===== src/rtl/dpbr_pkg.sv =====
package dpbr_pkg;

    typedef enum logic [1:0] {
        DPBR_ORG_256X16  = 2'h0,
        DPBR_ORG_512X8   = 2'h1,
        DPBR_ORG_1024X4  = 2'h2,
        DPBR_ORG_2048X2  = 2'h3
    } dpbr_org_t;

    // bit 1 picks the write edge, bit 0 the read edge
    typedef enum logic [1:0] {
        DPBR_POS_BOTH_EDGE_VARIANT = 2'h0,
        NEG_RD_EDGE_VARIANT        = 2'h1,
        NEG_WR_EDGE_VARIANT        = 2'h2,
        NEG_BOTH_EDGE_VARIANT      = 2'h3
    } dpbr_variant_t;

    localparam int unsigned DPBR_CAPACITY_BITS = 4096;
    localparam int unsigned DPBR_LOC_MAX_W     = 11;
    localparam int unsigned DPBR_WORD_MAX_W    = 16;
    localparam int unsigned DPBR_INHIBIT_W     = 16;

    localparam int unsigned DPBR_PCLK_NS       = 4;
    localparam int unsigned DPBR_HALF_NS       = 20;
    localparam int unsigned DPBR_HALF_CYC      =
        (DPBR_HALF_NS + DPBR_PCLK_NS - 1) / DPBR_PCLK_NS;
    localparam int unsigned DPBR_SETTLE_CYC    = 8;

    localparam logic [7:0] DPBR_OFS_CTRL     = 8'h00;
    localparam logic [7:0] DPBR_OFS_LOCATION = 8'h04;
    localparam logic [7:0] DPBR_OFS_WR_WORD  = 8'h08;
    localparam logic [7:0] DPBR_OFS_INHIBIT  = 8'h0C;
    localparam logic [7:0] DPBR_OFS_RD_WORD  = 8'h10;
    localparam logic [7:0] DPBR_OFS_STATUS   = 8'h14;

    localparam int unsigned DPBR_CTRL_GO_WR_BIT  = 0;
    localparam int unsigned DPBR_CTRL_GO_RD_BIT  = 1;
    localparam int unsigned DPBR_STAT_BUSY_BIT   = 0;
    localparam int unsigned DPBR_STAT_VALID_BIT  = 1;

    function automatic int unsigned dpbr_word_w(dpbr_org_t org);
        unique case (org)
            DPBR_ORG_256X16: return 16;
            DPBR_ORG_512X8:  return 8;
            DPBR_ORG_1024X4: return 4;
            DPBR_ORG_2048X2: return 2;
        endcase
    endfunction : dpbr_word_w

endpackage : dpbr_pkg


===== src/rtl/dpbr_if.sv =====
`timescale 1ns/100ps
`default_nettype none
interface dpbr_if;
    import dpbr_pkg::*;

    logic                       wr_clock;
    logic                       wr_clock_gate;
    logic                       wr_port_enable;
    logic [DPBR_LOC_MAX_W-1:0]  wr_location;
    logic [DPBR_WORD_MAX_W-1:0] wr_word_in;
    logic [DPBR_INHIBIT_W-1:0]  bit_write_inhibit;
    logic                       rd_clock;
    logic                       rd_clock_gate;
    logic                       rd_port_enable;
    logic [DPBR_LOC_MAX_W-1:0]  rd_location;
    logic [DPBR_WORD_MAX_W-1:0] rd_word_out;

    modport mem (
        input  wr_clock, wr_clock_gate, wr_port_enable, wr_location,
        input  wr_word_in, bit_write_inhibit,
        input  rd_clock, rd_clock_gate, rd_port_enable, rd_location,
        output rd_word_out
    );

    modport user (
        output wr_clock, wr_clock_gate, wr_port_enable, wr_location,
        output wr_word_in, bit_write_inhibit,
        output rd_clock, rd_clock_gate, rd_port_enable, rd_location,
        input  rd_word_out
    );
endinterface : dpbr_if
`default_nettype wire


===== src/rtl/dpbr_user.sv =====
// Implementation choices: the register offsets and the APB register port.
`timescale 1ns/100ps
`default_nettype none
module dpbr_user
    import dpbr_pkg::*;
#(
    parameter dpbr_pkg::dpbr_variant_t VARIANT    =
        dpbr_pkg::DPBR_POS_BOTH_EDGE_VARIANT,
    parameter int unsigned             HALF_CYC   = dpbr_pkg::DPBR_HALF_CYC,
    parameter int unsigned             SETTLE_CYC = dpbr_pkg::DPBR_SETTLE_CYC
) (
    input  wire logic        pclk,
    input  wire logic        presetn,
    input  wire logic        psel,
    input  wire logic        penable,
    input  wire logic        pwrite,
    input  wire logic [7:0]  paddr,
    input  wire logic [31:0] pwdata,
    output logic      [31:0] prdata,
    output logic             pready,
    output logic             pslverr,
    dpbr_if.user             port
);
    import dpbr_pkg::*;

    localparam bit WR_IDLE = VARIANT[1];
    localparam bit RD_IDLE = VARIANT[0];

    typedef enum logic [4:0] {
        ST_IDLE   = 5'h01,
        ST_SETUP  = 5'h02,
        ST_ACTIVE = 5'h04,
        ST_RETURN = 5'h08,
        ST_SETTLE = 5'h10
    } dpbr_state_t;

    dpbr_state_t                state;
    logic [15:0]                div;
    logic [15:0]                settle;
    logic                       half_tick;
    logic                       op_read;
    logic                       go_wr;
    logic                       go_rd;
    logic                       go;
    logic                       setup_ph;
    logic                       wr_acc;
    logic [DPBR_LOC_MAX_W-1:0]  location;
    logic [DPBR_WORD_MAX_W-1:0] wr_word;
    logic [DPBR_INHIBIT_W-1:0]  inhibit;
    logic [DPBR_WORD_MAX_W-1:0] rd_word;
    logic                       rd_valid;
    logic [DPBR_WORD_MAX_W-1:0] rs1;
    logic [DPBR_WORD_MAX_W-1:0] rs2;
    logic [DPBR_WORD_MAX_W-1:0] rs3;
    logic                       known;

    assign setup_ph = psel && !penable;
    assign wr_acc   = psel && penable && pwrite;
    assign pready   = penable;
    assign go_wr    = wr_acc && (paddr == DPBR_OFS_CTRL)
                      && pwdata[DPBR_CTRL_GO_WR_BIT];
    assign go_rd    = wr_acc && (paddr == DPBR_OFS_CTRL)
                      && pwdata[DPBR_CTRL_GO_RD_BIT];
    // one operation at a time, write wins and a read asked with it is dropped: never overlap ports
    assign go       = (go_wr || go_rd) && (state == ST_IDLE);
    assign half_tick = (div == 16'(HALF_CYC - 1));
    assign known    = (paddr == DPBR_OFS_CTRL) || (paddr == DPBR_OFS_LOCATION)
                      || (paddr == DPBR_OFS_WR_WORD)
                      || (paddr == DPBR_OFS_INHIBIT)
                      || (paddr == DPBR_OFS_RD_WORD)
                      || (paddr == DPBR_OFS_STATUS);

    always_ff @(posedge pclk or negedge presetn) begin
        if (!presetn) begin
            div <= 16'h0000;
        end else begin
            div <= half_tick ? 16'h0000 : div + 16'h0001;
        end
    end

    always_ff @(posedge pclk or negedge presetn) begin
        if (!presetn) begin
            location <= '0;
            wr_word  <= '0;
            inhibit  <= '0;
        end else if (wr_acc) begin
            if (paddr == DPBR_OFS_LOCATION) begin
                location <= pwdata[DPBR_LOC_MAX_W-1:0];
            end
            if (paddr == DPBR_OFS_WR_WORD) begin
                wr_word <= pwdata[DPBR_WORD_MAX_W-1:0];
            end
            if (paddr == DPBR_OFS_INHIBIT) begin
                inhibit <= pwdata[DPBR_INHIBIT_W-1:0];
            end
        end
    end

    // read data and error are both settled in the setup cycle
    always_ff @(posedge pclk or negedge presetn) begin
        if (!presetn) begin
            prdata  <= 32'h00000000;
            pslverr <= 1'b0;
        end else if (setup_ph) begin
            pslverr <= !known;
            unique case (paddr)
                DPBR_OFS_LOCATION: prdata <= 32'(location);
                DPBR_OFS_WR_WORD:  prdata <= 32'(wr_word);
                DPBR_OFS_INHIBIT:  prdata <= 32'(inhibit);
                DPBR_OFS_RD_WORD:  prdata <= 32'(rd_word);
                DPBR_OFS_STATUS:   prdata <= 32'({rd_valid,
                                                 state != ST_IDLE});
                default:           prdata <= 32'h00000000;
            endcase
        end
    end

    always_ff @(posedge pclk or negedge presetn) begin
        if (!presetn) begin
            state   <= ST_IDLE;
            op_read <= 1'b0;
            settle  <= 16'h0000;
        end else begin
            unique case (state)
                ST_IDLE: if (go) begin
                    state   <= ST_SETUP;
                    op_read <= !go_wr;
                end
                ST_SETUP:  if (half_tick) state <= ST_ACTIVE;
                ST_ACTIVE: if (half_tick) state <= ST_RETURN;
                ST_RETURN: if (half_tick) begin
                    state  <= op_read ? ST_SETTLE : ST_IDLE;
                    settle <= 16'h0000;
                end
                ST_SETTLE: begin
                    settle <= settle + 16'h0001;
                    if (settle == 16'(SETTLE_CYC - 1)) state <= ST_IDLE;
                end
            endcase
        end
    end

    // pins: gates stay low whenever no operation runs
    always_ff @(posedge pclk or negedge presetn) begin
        if (!presetn) begin
            // idle level from reset on, so no pin edge at release
            port.wr_clock          <= WR_IDLE;
            port.rd_clock          <= RD_IDLE;
            port.wr_clock_gate     <= 1'b0;
            port.wr_port_enable    <= 1'b0;
            port.rd_clock_gate     <= 1'b0;
            port.rd_port_enable    <= 1'b0;
            port.wr_location       <= '0;
            port.wr_word_in        <= '0;
            port.bit_write_inhibit <= '0;
            port.rd_location       <= '0;
        end else begin
            if (state == ST_IDLE) begin
                port.wr_clock <= WR_IDLE;
                port.rd_clock <= RD_IDLE;
            end
            if (go && go_wr) begin
                port.wr_location       <= location;
                port.wr_word_in        <= wr_word;
                port.bit_write_inhibit <= inhibit;
                port.wr_port_enable    <= 1'b1;
                port.wr_clock_gate     <= 1'b1;
            end else if (go) begin
                port.rd_location    <= location;
                port.rd_port_enable <= 1'b1;
                port.rd_clock_gate  <= 1'b1;
            end
            if (state == ST_SETUP && half_tick) begin
                if (op_read) port.rd_clock <= !RD_IDLE;
                else         port.wr_clock <= !WR_IDLE;
            end
            if (state == ST_ACTIVE && half_tick) begin
                port.wr_clock <= WR_IDLE;
                port.rd_clock <= RD_IDLE;
            end
            if (state == ST_RETURN && half_tick) begin
                port.wr_clock_gate  <= 1'b0;
                port.wr_port_enable <= 1'b0;
                port.rd_clock_gate  <= 1'b0;
                port.rd_port_enable <= 1'b0;
            end
        end
    end

    always_ff @(posedge pclk or negedge presetn) begin
        if (!presetn) begin
            rs1 <= '0;
            rs2 <= '0;
            rs3 <= '0;
        end else begin
            rs1 <= port.rd_word_out;
            rs2 <= rs1;
            rs3 <= rs2;
        end
    end

    // valid only after a completed read; unwritten words stay suspect
    always_ff @(posedge pclk or negedge presetn) begin
        if (!presetn) begin
            rd_word  <= '0;
            rd_valid <= 1'b0;
        end else if (state == ST_SETTLE
                     && settle == 16'(SETTLE_CYC - 1)) begin
            rd_word  <= rs3;
            rd_valid <= 1'b1;
        end else if (go && go_rd && !go_wr) begin
            rd_valid <= 1'b0;
        end
    end

endmodule : dpbr_user
`default_nettype wire


===== src/flat_wrapper.sv =====
// flat-port wrapper written by rule: the top's interface ports become plain ports
module dpbr_user_flat import dpbr_pkg::*;
#(
    parameter dpbr_pkg::dpbr_variant_t VARIANT    =
        dpbr_pkg::DPBR_POS_BOTH_EDGE_VARIANT,
    parameter int unsigned             HALF_CYC   = dpbr_pkg::DPBR_HALF_CYC,
    parameter int unsigned             SETTLE_CYC = dpbr_pkg::DPBR_SETTLE_CYC
)
  (pclk, presetn, psel, penable, pwrite, paddr, pwdata, prdata, pready, pslverr, port_wr_clock, port_wr_clock_gate, port_wr_port_enable, port_wr_location, port_wr_word_in, port_bit_write_inhibit, port_rd_clock, port_rd_clock_gate, port_rd_port_enable, port_rd_location, port_rd_word_out);
  dpbr_if port_i ();
  input  wire logic pclk;
  input  wire logic presetn;
  input  wire logic psel;
  input  wire logic penable;
  input  wire logic pwrite;
  input  wire logic [7:0] paddr;
  input  wire logic [31:0] pwdata;
  output logic      [31:0] prdata;
  output logic pready;
  output logic pslverr;
  output wire logic [$bits(port_i.wr_clock)-1:0] port_wr_clock;
  output wire logic [$bits(port_i.wr_clock_gate)-1:0] port_wr_clock_gate;
  output wire logic [$bits(port_i.wr_port_enable)-1:0] port_wr_port_enable;
  output wire logic [$bits(port_i.wr_location)-1:0] port_wr_location;
  output wire logic [$bits(port_i.wr_word_in)-1:0] port_wr_word_in;
  output wire logic [$bits(port_i.bit_write_inhibit)-1:0] port_bit_write_inhibit;
  output wire logic [$bits(port_i.rd_clock)-1:0] port_rd_clock;
  output wire logic [$bits(port_i.rd_clock_gate)-1:0] port_rd_clock_gate;
  output wire logic [$bits(port_i.rd_port_enable)-1:0] port_rd_port_enable;
  output wire logic [$bits(port_i.rd_location)-1:0] port_rd_location;
  input wire logic [$bits(port_i.rd_word_out)-1:0] port_rd_word_out;
  assign port_wr_clock = port_i.wr_clock;
  assign port_wr_clock_gate = port_i.wr_clock_gate;
  assign port_wr_port_enable = port_i.wr_port_enable;
  assign port_wr_location = port_i.wr_location;
  assign port_wr_word_in = port_i.wr_word_in;
  assign port_bit_write_inhibit = port_i.bit_write_inhibit;
  assign port_rd_clock = port_i.rd_clock;
  assign port_rd_clock_gate = port_i.rd_clock_gate;
  assign port_rd_port_enable = port_i.rd_port_enable;
  assign port_rd_location = port_i.rd_location;
  assign port_i.rd_word_out = port_rd_word_out;
  dpbr_user #(.VARIANT(VARIANT), .HALF_CYC(HALF_CYC), .SETTLE_CYC(SETTLE_CYC)) u_core (.pclk(pclk), .presetn(presetn), .psel(psel), .penable(penable), .pwrite(pwrite), .paddr(paddr), .pwdata(pwdata), .prdata(prdata), .pready(pready), .pslverr(pslverr), .port(port_i));
endmodule

===== config.mk =====
export PLATFORM = sky130hd
export DESIGN_NAME = dpbr_user_flat
export DESIGN_NICKNAME = d
export VERILOG_FILES = /design/src/rtl/dpbr_pkg.sv /design/src/rtl/dpbr_if.sv /design/src/rtl/dpbr_user.sv /design/src/flat_wrapper.sv
export SDC_FILE = /design/constraint.sdc
export NUM_CORES = 1
export LEC_CHECK = 0
export BUFFER_PORTS_ARGS = -buffer_cell sky130_fd_sc_hd__buf_4
export CAP_MARGIN = 10
export CORE_MARGIN = 10
export CORE_UTILIZATION = 25
export DETAILED_ROUTE_END_ITERATION = 6
export PLACE_DENSITY = 0.54
export SKIP_LAST_GASP = 1
export SLEW_MARGIN = 20
export SYNTH_ARGS = -nofsm -noshare
export SYNTH_HDL_FRONTEND = slang
export SYNTH_SLANG_ARGS = --single-unit

===== constraint.sdc =====
create_clock -name pclk -period 2.1 [get_ports pclk]
set_input_delay 0.21 -clock pclk [delete_from_list [all_inputs] [get_ports pclk]]
set_output_delay 0.21 -clock pclk [all_outputs]
set_load 0.02 [all_outputs]

---- Word level (Yosys, flattened, before mapping) ----
Index checks and enable logic that the tools add are counted.
word-level totals
  output and inout port bits .............. 94
  flip-flop bits (word level) ............. 237
  word-level logic and storage cells ...... 106
cells by class
  reductions and logical operators ........ 36
  bitwise logic cells ..................... 1
  equal/unequal tests ..................... 19
  $add $sub $neg .......................... 2
  muxes and demuxes ....................... 26
operator list
  operator                                                count
  case mux 16 bit (5 select lines)                        1
  adder 16 x 1 -> 16 bit (second input constant)          2
  == test 16 x 3 -> 1 bit (second input constant)         2
  two-way mux 16 bit                                      2
  case mux 16 bit (2 select lines)                        1
  two-way mux 5 bit                                       6
  case mux 5 bit (5 select lines)                         1
  == test 8 x 4 -> 1 bit (second input constant)          2
  == test 8 x 5 -> 1 bit (second input constant)          2
  two-way mux 1 bit                                       15
  logical AND 1 bit                                       14
  AND reduction 2 bit                                     7
  == test 8 x 3 -> 1 bit (second input constant)          1
  logical NOT 8 bit                                       1
  inequality test 2 x 1 -> 1 bit (second input constant)  4
  nonzero test 2 bit                                      4
  logical OR 1 bit                                        6
  == test 5 x 1 -> 1 bit (second input constant)          1
  == test 5 x 2 -> 1 bit (second input constant)          1
  == test 5 x 3 -> 1 bit (second input constant)          1
  == test 5 x 4 -> 1 bit (second input constant)          1
  == test 5 bit (second input constant)                   1
  inequality test 5 x 1 -> 1 bit (second input constant)  1
  AND reduction 5 bit                                     1
  other kinds (3)                                         6

---- Logic depth before layout (Yosys ltp) ----
Gate-level depths: netlist of the first run.
  depth after elaboration ................. 10
  mapped depth ............................ 7
  gate-level depth less buffers ........... 6

---- Worst setup path before layout of the first run ----
No wires, ideal clock.
  kind .................................... reg-to-reg
  start point ............................. register u_core.settle[0]
  end point ............................... register u_core.rd_word[10]
  slack ................................... 50 ps
  stages on the path, launching flop included .. 7
  setup time .............................. 125 ps
  arrival ................................. 1925 ps
  clock period less this slack ............ 2050 ps
  path buffers ............................ 1
  cell sequence ........................... dfrtp_1 -> ha_1 -> nor4b_1 -> nand4_1 -> nor2_2 -> buf_2 -> mux2_2
on the way
  word-level cells in the longest chain between the ends .. 2
ends and longest elaborated chain
  item                     RTL line          source
  from (decl)              dpbr_user.sv:39   logic [15:0] settle;
  from (signal assigned)   dpbr_user.sv:136  settle <= settle + 16'h0001;
  == test 16 x 3 -> 1 bit  dpbr_user.sv:208  && settle == 16'(SETTLE_CYC - 1)) begin
  logical AND 1 bit        dpbr_user.sv:208
  to (signal assigned)     dpbr_user.sv:209  rd_word <= rs3;
  to (decl)                dpbr_user.sv:50   logic [DPBR_WORD_MAX_W-1:0] rd_word;
No other way between the ends.
A chain may end at the register's enable or synchronous reset.

---- Final worst setup path of the first run ----
  start point ............................. register u_core.state[4]
  end point ............................... register u_core.port.rd_location[10]
on the way
  word-level cells in the longest chain between the ends .. 5
ends and longest elaborated chain
  item                                      RTL line          source
  from (decl)                               dpbr_user.sv:37   dpbr_state_t state;
  from (signal assigned)                    dpbr_user.sv:132  state <= op_read ? ST_SETTLE : ST_IDLE;
  == test 5 x 1 -> 1 bit (*)                dpbr_user.sv:65   assign go = (go_wr || go_rd) && (state == ST_IDLE);
  logical AND 1 bit (*)                     dpbr_user.sv:65
  logical AND 1 bit                         dpbr_user.sv:162  if (go && go_wr) begin
  NOT 1 bit (no source line)                -
  AND reduction 2 bit (no source line) (*)  -
  to (signal assigned)                      dpbr_user.sv:169  port.rd_location <= location;
  to (decl)                                 dpbr_if.sv:28     output rd_clock, rd_clock_gate, rd_port_enable, rd_location,
Mark *: on every way between the ends. The rest lies on a longest branch, timed or not.

==> results of run 1 <==
## cell type report
type | instances | area (um2)
timing repair buffer | 194 | 1660
clock inverter | 9 | 135
inverter | 10 | 37.5
multi-input combinational | 388 | 3110
tap | 461 | 577
antenna | 1 | 2.50
clock buffer | 35 | 723
sequential | 221 | 5530
fill | 3520 | 23600
## synthesized netlist by cell type, drive strengths merged (3+ instances only)
library cell	number	area share, %
dfrtp	220	62
mux2	122	16
buf	35	3.1
nand3	27	1.7
nand2	20	0.84
o21ai	19	1.1
a22oi	18	1.5
nor2	16	0.70
a21oi	12	0.67
nor3	11	0.74
inv	10	0.42
xnor2	9	0.88
clkbuf	8	0.34
nand4	8	0.56
nor4	8	0.63
or4	7	0.63
xor2	7	0.69
a221o	6	0.67
a31oi	6	0.42
and3	6	0.42
mux2i	6	0.67
nor3b	6	0.50
o31ai	6	0.50
or3	6	0.42
a211oi	5	0.42
and4	4	0.39
nand3b	4	0.34
and2	3	0.21
ha	3	0.42
nand2b	3	0.21
nor2b	3	0.21
## power breakdown
group | internal [W] | total (W) | switching (W)
sequential | 0.00435 | 0.00440 | 0.0000498
combinational | 0.000240 | 0.000547 | 0.000307
clock | 0.00277 | 0.00451 | 0.00174
total | 0.00736 | 0.00945 | 0.00210
## repair_timing
action | in CTS | in global routing
endpoints found under the setup margin | 0 | 2
endpoints found under the hold margin | 117 | 0
gates resized for setup | 0 | 1
hold buffers | 34 | 0
## how the worst max path moves through the flow
stage	startpoint	to	cells after the start
2_1_floorplan	u_core.settle[0]$_DFFE_PN0P_	u_core.rd_word[10]$_DFFE_PN0P_	6
3_3_place_gp	paddr[5]	u_core.port.rd_location[10]$_DFFE_PN0P_	6
3_5_place_dp	paddr[5]	u_core.port.rd_location[10]$_DFFE_PN0P_	6
4_1_cts	u_core.div[0]$_DFF_PN0_	u_core.port.wr_clock$_DFF_PN0_	7
5_1_grt	u_core.settle[0]$_DFFE_PN0P_	u_core.rd_word[15]$_DFFE_PN0P_	6
6_report	u_core.state[4]$_DFFE_PN0P_	u_core.port.rd_location[10]$_DFFE_PN0P_	5
## per-stage QoR
stage / util [%] / instances / setup slack (ns)
6_report: 33.3 / 1319 / 0.236
5_1_grt: 33.3 / 1319 / 0.146
4_1_cts: 33.2 / 1318 / 0.206
3_5_place_dp: 29.9 / 1240 / 0.0809
3_3_place_gp: 29.9 / 1240 / 0.115
2_1_floorplan: - / 662 / 0.0501
## sequential cells by signal (all words and copies together) (netlist names), 5 cells and up
name / flops
u_core.div: 16
u_core.inhibit: 16
u_core.port.bit_write_inhibit: 16
u_core.port.wr_word_in: 16
u_core.prdata: 16
u_core.rd_word: 16
u_core.rs1: 16
u_core.rs2: 16
u_core.rs3: 16
u_core.settle: 16
u_core.wr_word: 16
u_core.location: 11
u_core.port.rd_location: 11
u_core.port.wr_location: 11
u_core.state: 5
## routing by layer
layer / global-route usage (%) / vias up
met3: 2.48 / 29
met1: 13.4 / 2848
met5: 0 / -
li1: - / 2725
met4: 3.18 / 2
met2: 16.1 / 121
## logic make-up after synthesis
family / after synthesis
XOR/XNOR: 16
adder cells (fa/ha/maj): 3
buffers and inverters: 53
flip-flops: 221
AO/OA/AOI/OAI: 86
AND/OR/NAND/NOR: 139
other: 1
multiplexers: 128
## worst max-delay path: stages (launching register included)
cell,delay (ns)
dfrtp_1,0.43
nor3_1,0.29
and3_1,0.22
and4b_1,0.29
buf_4,0.18
mux2_2,0.33
==> impl_metrics.csv, run 1 <==
group,metric,value,unit
critical_path,startpoint_type,"register",
sta,drv_slew,0,
clock_network,ctsRootBufferMaster,"clkbuf_16",
global_route,grt.total_usage,10.1,%
synth,synthAdderAreaFrac,0.421,%
placed_design,hpwl,16.6,mm
route,drtAntennaViolNets,0,
critical_path,timing.rr.end,"u_core.port.rd_location[10]$_DFFE_PN0P_",
clock_network,cts_max_path_buffers,3,
critical_path,cp-end-kind,"register",
finish,area_growth,32.0,%
route,dr_total_vias,5725,
floorplan,rows,69,
floorplan,ios,155,
critical_path,critical_path_class,"reg2reg",
critical_path,reg2reg_slack,0.24,ns
critical_path,cp.required,2.50,ns
finish,nets,904,
outcome,outcome,"complete, no violations",
worst_hold_path,min_path_cells,4,
floorplan,core,0.0354,mm2
sta,max_freq,0.537,GHz
clock_network,clk_pin_slew,0.06,ns
finish,drive_gt1_share,38.9,%
route,wire_per_inst,17.2,um
placed_design,io_buffers,122,
global_route,grt_pass1_wl,35.9,mm
clock_network,cts.sinks,221,
finish,layout_commonest_cell,"dfrtp_1",
sta,post-route-min-period,1.86,ns
critical_path,worstReg2RegStart,"u_core.state[4]$_DFFE_PN0P_",
synth,avgSynthCellArea,13.8,um2
sta,tns,0,ns
sta,setup_violations,0,
worst_hold_path,hp-start,"psel",
global_route,grt_overflow_total,0,
route,wl_met3,1.27,mm
synth,synth_edf_count,0,
placed_design,dpl-instance-area,0.0106,mm2
floorplan,die_h,209,um
sta,maxSlewHeadroom,62.7,%
synth,synth_xor_area_share,1.57,%
synth,syn_area,0.00892,mm2
critical_path,crit_arrival,2.27,ns
synth,synth-simple-area-share,9.17,%
power_and_ir_drop,p_total,0.00945,W
sta,hold_violations,0,
route,drtIter0Drc,330,
global_route,grt_pass1_vias,6014,
worst_hold_path,hp-class,"in2reg",
route,vias_per_cell,4.34,
floorplan,dieArea,0.0436,mm2
route,drtPass1Iterations,4,
synth,ys_ff_latch,221,
synth,synthFlopType,"dfrtp_1",
clock_network,cts_tree,"done",
clock_network,numCtsBuffers,25,
sta,clock_skew,0.0154,ns
floorplan,die_w,209,um
synth,synth_compound_area_share,6.53,%
route,drt-met1-wl,10.5,mm
power_and_ir_drop,power_leakage,5.62,nW
global_route,antenna_found_initial,2,
synth,muxShareOfSynthArea,16.4,%
route,wl_met2,10.5,mm
synth,synth_cell_types,60,
finish,layout_common_cells,"dfrtp_1, buf_4, mux2_2",
finish,fin_area,0.0118,mm2
sta,rsz0062_at_grt,"false",
global_route,grt_max_degree,61,
floorplan,initial_core_util,25.2,%
placed_design,gp_congestion,0.824,
clock_network,cts_setup_buffers,0,
synth,synth_top_family_by_area,"multiplexers",
clock_network,htree_levels,1,
route,wirelength,22.7,mm
critical_path,r2r_cells,5,
run,maxCapViolCount,0,
power_and_ir_drop,p_per_area,803,mW/mm2
route,highest_layer,"met5",
sta,worst_slew_pin_slew,0.557,ns
synth,yosysSeqAreaShare,62.0,%
clock_network,clock_latency,0.53,ns
synth,yosysWarningCount,0,
worst_hold_path,hold-path-endpoint,"u_core.pslverr$_DFFE_PN0P_",
synth,synthCells,647,
route,route.detailed.drc,0,
power_and_ir_drop,peakVddDrop,553,uV
sta,timing.hold.ws,0.111,ns
synth,synthArstFlopShare,100,%
sta,post-route-period-util,88.7,%
critical_path,worstPathMaxFanout,6,
No activity file was read; power rests on OpenSTA's default activity.
==> inputs of run 2 (changes only) <==
CTS_BUF_LIST = sky130_fd_sc_hd__clkbuf_4 sky130_fd_sc_hd__clkbuf_8   (was not set)
SETUP_SLACK_MARGIN = 0.15   (was not set)
==> run 2 against run 1 <==
Net effect:
- critical path depth decreased by 1
- register-to-register slack lost 0.05 ns
- cell count rose by 1.9%
- count of clock-buffer cells in the layout up 27
- die area did not move
- sequential cell count did not move
- clock power is 10% lower
- global-route usage increased by 0.33 points
- highest routed layer unchanged
==> impl_metrics.csv, run 2 (synthesis gave the netlist of run 1 again) <==
group,metric,value,unit
outcome,outcome,"complete, no violations",
sta,clock_skew,0.00948,ns
route,wire_per_inst,17.4,um
floorplan,ios,155,
placed_design,gp_congestion,0.825,
worst_hold_path,hp-class,"in2reg",
run,maxCapViolCount,0,
sta,rsz0062_at_grt,"true",
route,drtPass1Iterations,4,
floorplan,die_h,209,um
sta,post-route-min-period,1.91,ns
route,dr_total_vias,5826,
placed_design,dp_slack,0.0936,ns
clock_network,cts_tree,"done",
finish,drive_gt1_share,41.5,%
sta,setup_violations,0,
clock_network,ctsRootBufferMaster,"clkbuf_8",
global_route,grt_pass1_vias,6268,
floorplan,dieArea,0.0436,mm2
global_route,antenna_found_initial,3,
finish,layout_common_cells,"dfrtp_1, buf_4, mux2_2",
critical_path,critical_path_class,"reg2reg",
route,drtIter0Drc,329,
placed_design,io_buffers,122,
clock_network,cts_max_path_buffers,3,
floorplan,die_w,209,um
floorplan,core,0.0354,mm2
clock_network,cts.sinks,221,
clock_network,clock_latency,0.53,ns
global_route,met2_usage,15.9,%
finish,layout_commonest_cell,"dfrtp_1",
clock_network,numCtsBuffers,38,
clock_network,htree_levels,2,
power_and_ir_drop,peakVddDrop,343,uV
clock_network,cts_setup_buffers,0,
finish,area_growth,31.9,%
global_route,grt_max_degree,59,
global_route,met3_usage,3.31,%
sta,maxSlewHeadroom,45.7,%
route,route.detailed.drc,0,
sta,tns,0,ns
finish,nets,918,
critical_path,cp-end-kind,"register",
sta,fin_ws,0.191,ns
global_route,grt.total_usage,10.5,%
floorplan,rows,69,
sta,post-route-period-util,90.9,%
clock_network,clk_pin_slew,0.06,ns
global_route,grt_pass1_wl,36.4,mm
finish,nFillCells,3518,
global_route,busiest_layer,"met2",
power_and_ir_drop,power_leakage,5.64,nW
global_route,grt.met1_usage,13.3,%
sta,worst_slew_pin_slew,0.815,ns
critical_path,worstPathMaxFanout,10,
power_and_ir_drop,p_per_area,764,mW/mm2
route,drtAntennaViolNets,0,
sta,hold_violations,0,
critical_path,startpoint_type,"register",
route,vias_per_cell,4.33,
floorplan,initial_core_util,25.2,%
placed_design,hpwl,16.8,mm
critical_path,cp.required,2.51,ns
critical_path,crit_arrival,2.32,ns
sta,drv_slew,0,
sta,max_freq,0.524,GHz
route,wirelength,23.3,mm
global_route,grt_overflow_total,0,
-- run 2: cell count changes in the layout (fill, tap and decap cells not counted), moves of 2 or more --
cell,delta
clkbuf_1,-4
clkbuf_8,+42
bufinv_16,-3
clkbuf_16,-24
clkinvlp_4,+2
clkbuf_4,+14
clkinv_2,-3
-- run 2: repair_timing --
action	CTS	global route
hold buffers	35	0
resized for setup	0	8
hold endpoints to repair	146	0
endpoints found under the setup margin	0	43
-- run 2: critical path, cell delays in order, from the launching register on --
cell and delay [ns]:
dfrtp_1 0.43, nor3_1 0.25, nand2_1 0.32, or4_1 0.63, mux2i_1 0.15
-- run 2: cell type report --
cell class | count | area, um2 | share of cell area [%]
timing repair buffer | 195 | 1680 | 14.3
clock buffer | 62 | 766 | 6.51
tap | 461 | 577 | 4.90
multi-input combinational | 388 | 3140 | 26.7
antenna | 2 | 5.00 | 0.0425
clock inverter | 5 | 33.8 | 0.287
sequential | 221 | 5530 | 47.0
inverter | 10 | 37.5 | 0.319
-- run 2: metrics by stage --
stage	cells	power, W	hold slack, ns	utilization, %	area [um2]
floorplan	662	0.00468	-0.0856	-	8990
global placement	1239	0.00497	0.177	29.8	10600
detailed placement	1239	0.00497	0.175	29.8	10600
CTS	1341	0.00915	0.0801	33.1	11700
global route	1344	0.00940	0.108	33.3	11800
finish	1344	0.00899	0.117	33.3	11800
-- run 2: final timing paths --
check	startpoint	endpoint	slack (ns)	depth (start not counted)
setup / recovery	u_core.state[3]$_DFFE_PN0P_	u_core.settle[15]$_DFFE_PN0P_	0.19	4
hold / removal	psel	u_core.pslverr$_DFFE_PN0P_	0.12	4
setup reg to reg	u_core.state[3]$_DFFE_PN0P_	u_core.settle[15]$_DFFE_PN0P_	0.19	4
hold reg to reg	u_core.rs1[11]$_DFF_PN0_	u_core.rs2[11]$_DFF_PN0_	0.34	0
max in group asynchronous	presetn	u_core.rs2[1]$_DFF_PN0_	1.23	3
min in group asynchronous	presetn	u_core.div[5]$_DFF_PN0_	0.20	2
-- run 2: routing by layer --
metal / part of all wire [%] / vias up
met5: 0.056 / -
met4: 3.5 / 2
met3: 6.5 / 48
met2: 45 / 154
met1: 45 / 2862
li1: - / 2760
-- run 2: power by group --
group / switching, W / internal, W
Clock: 0.00173 / 0.00231
Sequential: 0.0000518 / 0.00435
Combinational: 0.000308 / 0.000242
Total: 0.00209 / 0.00689
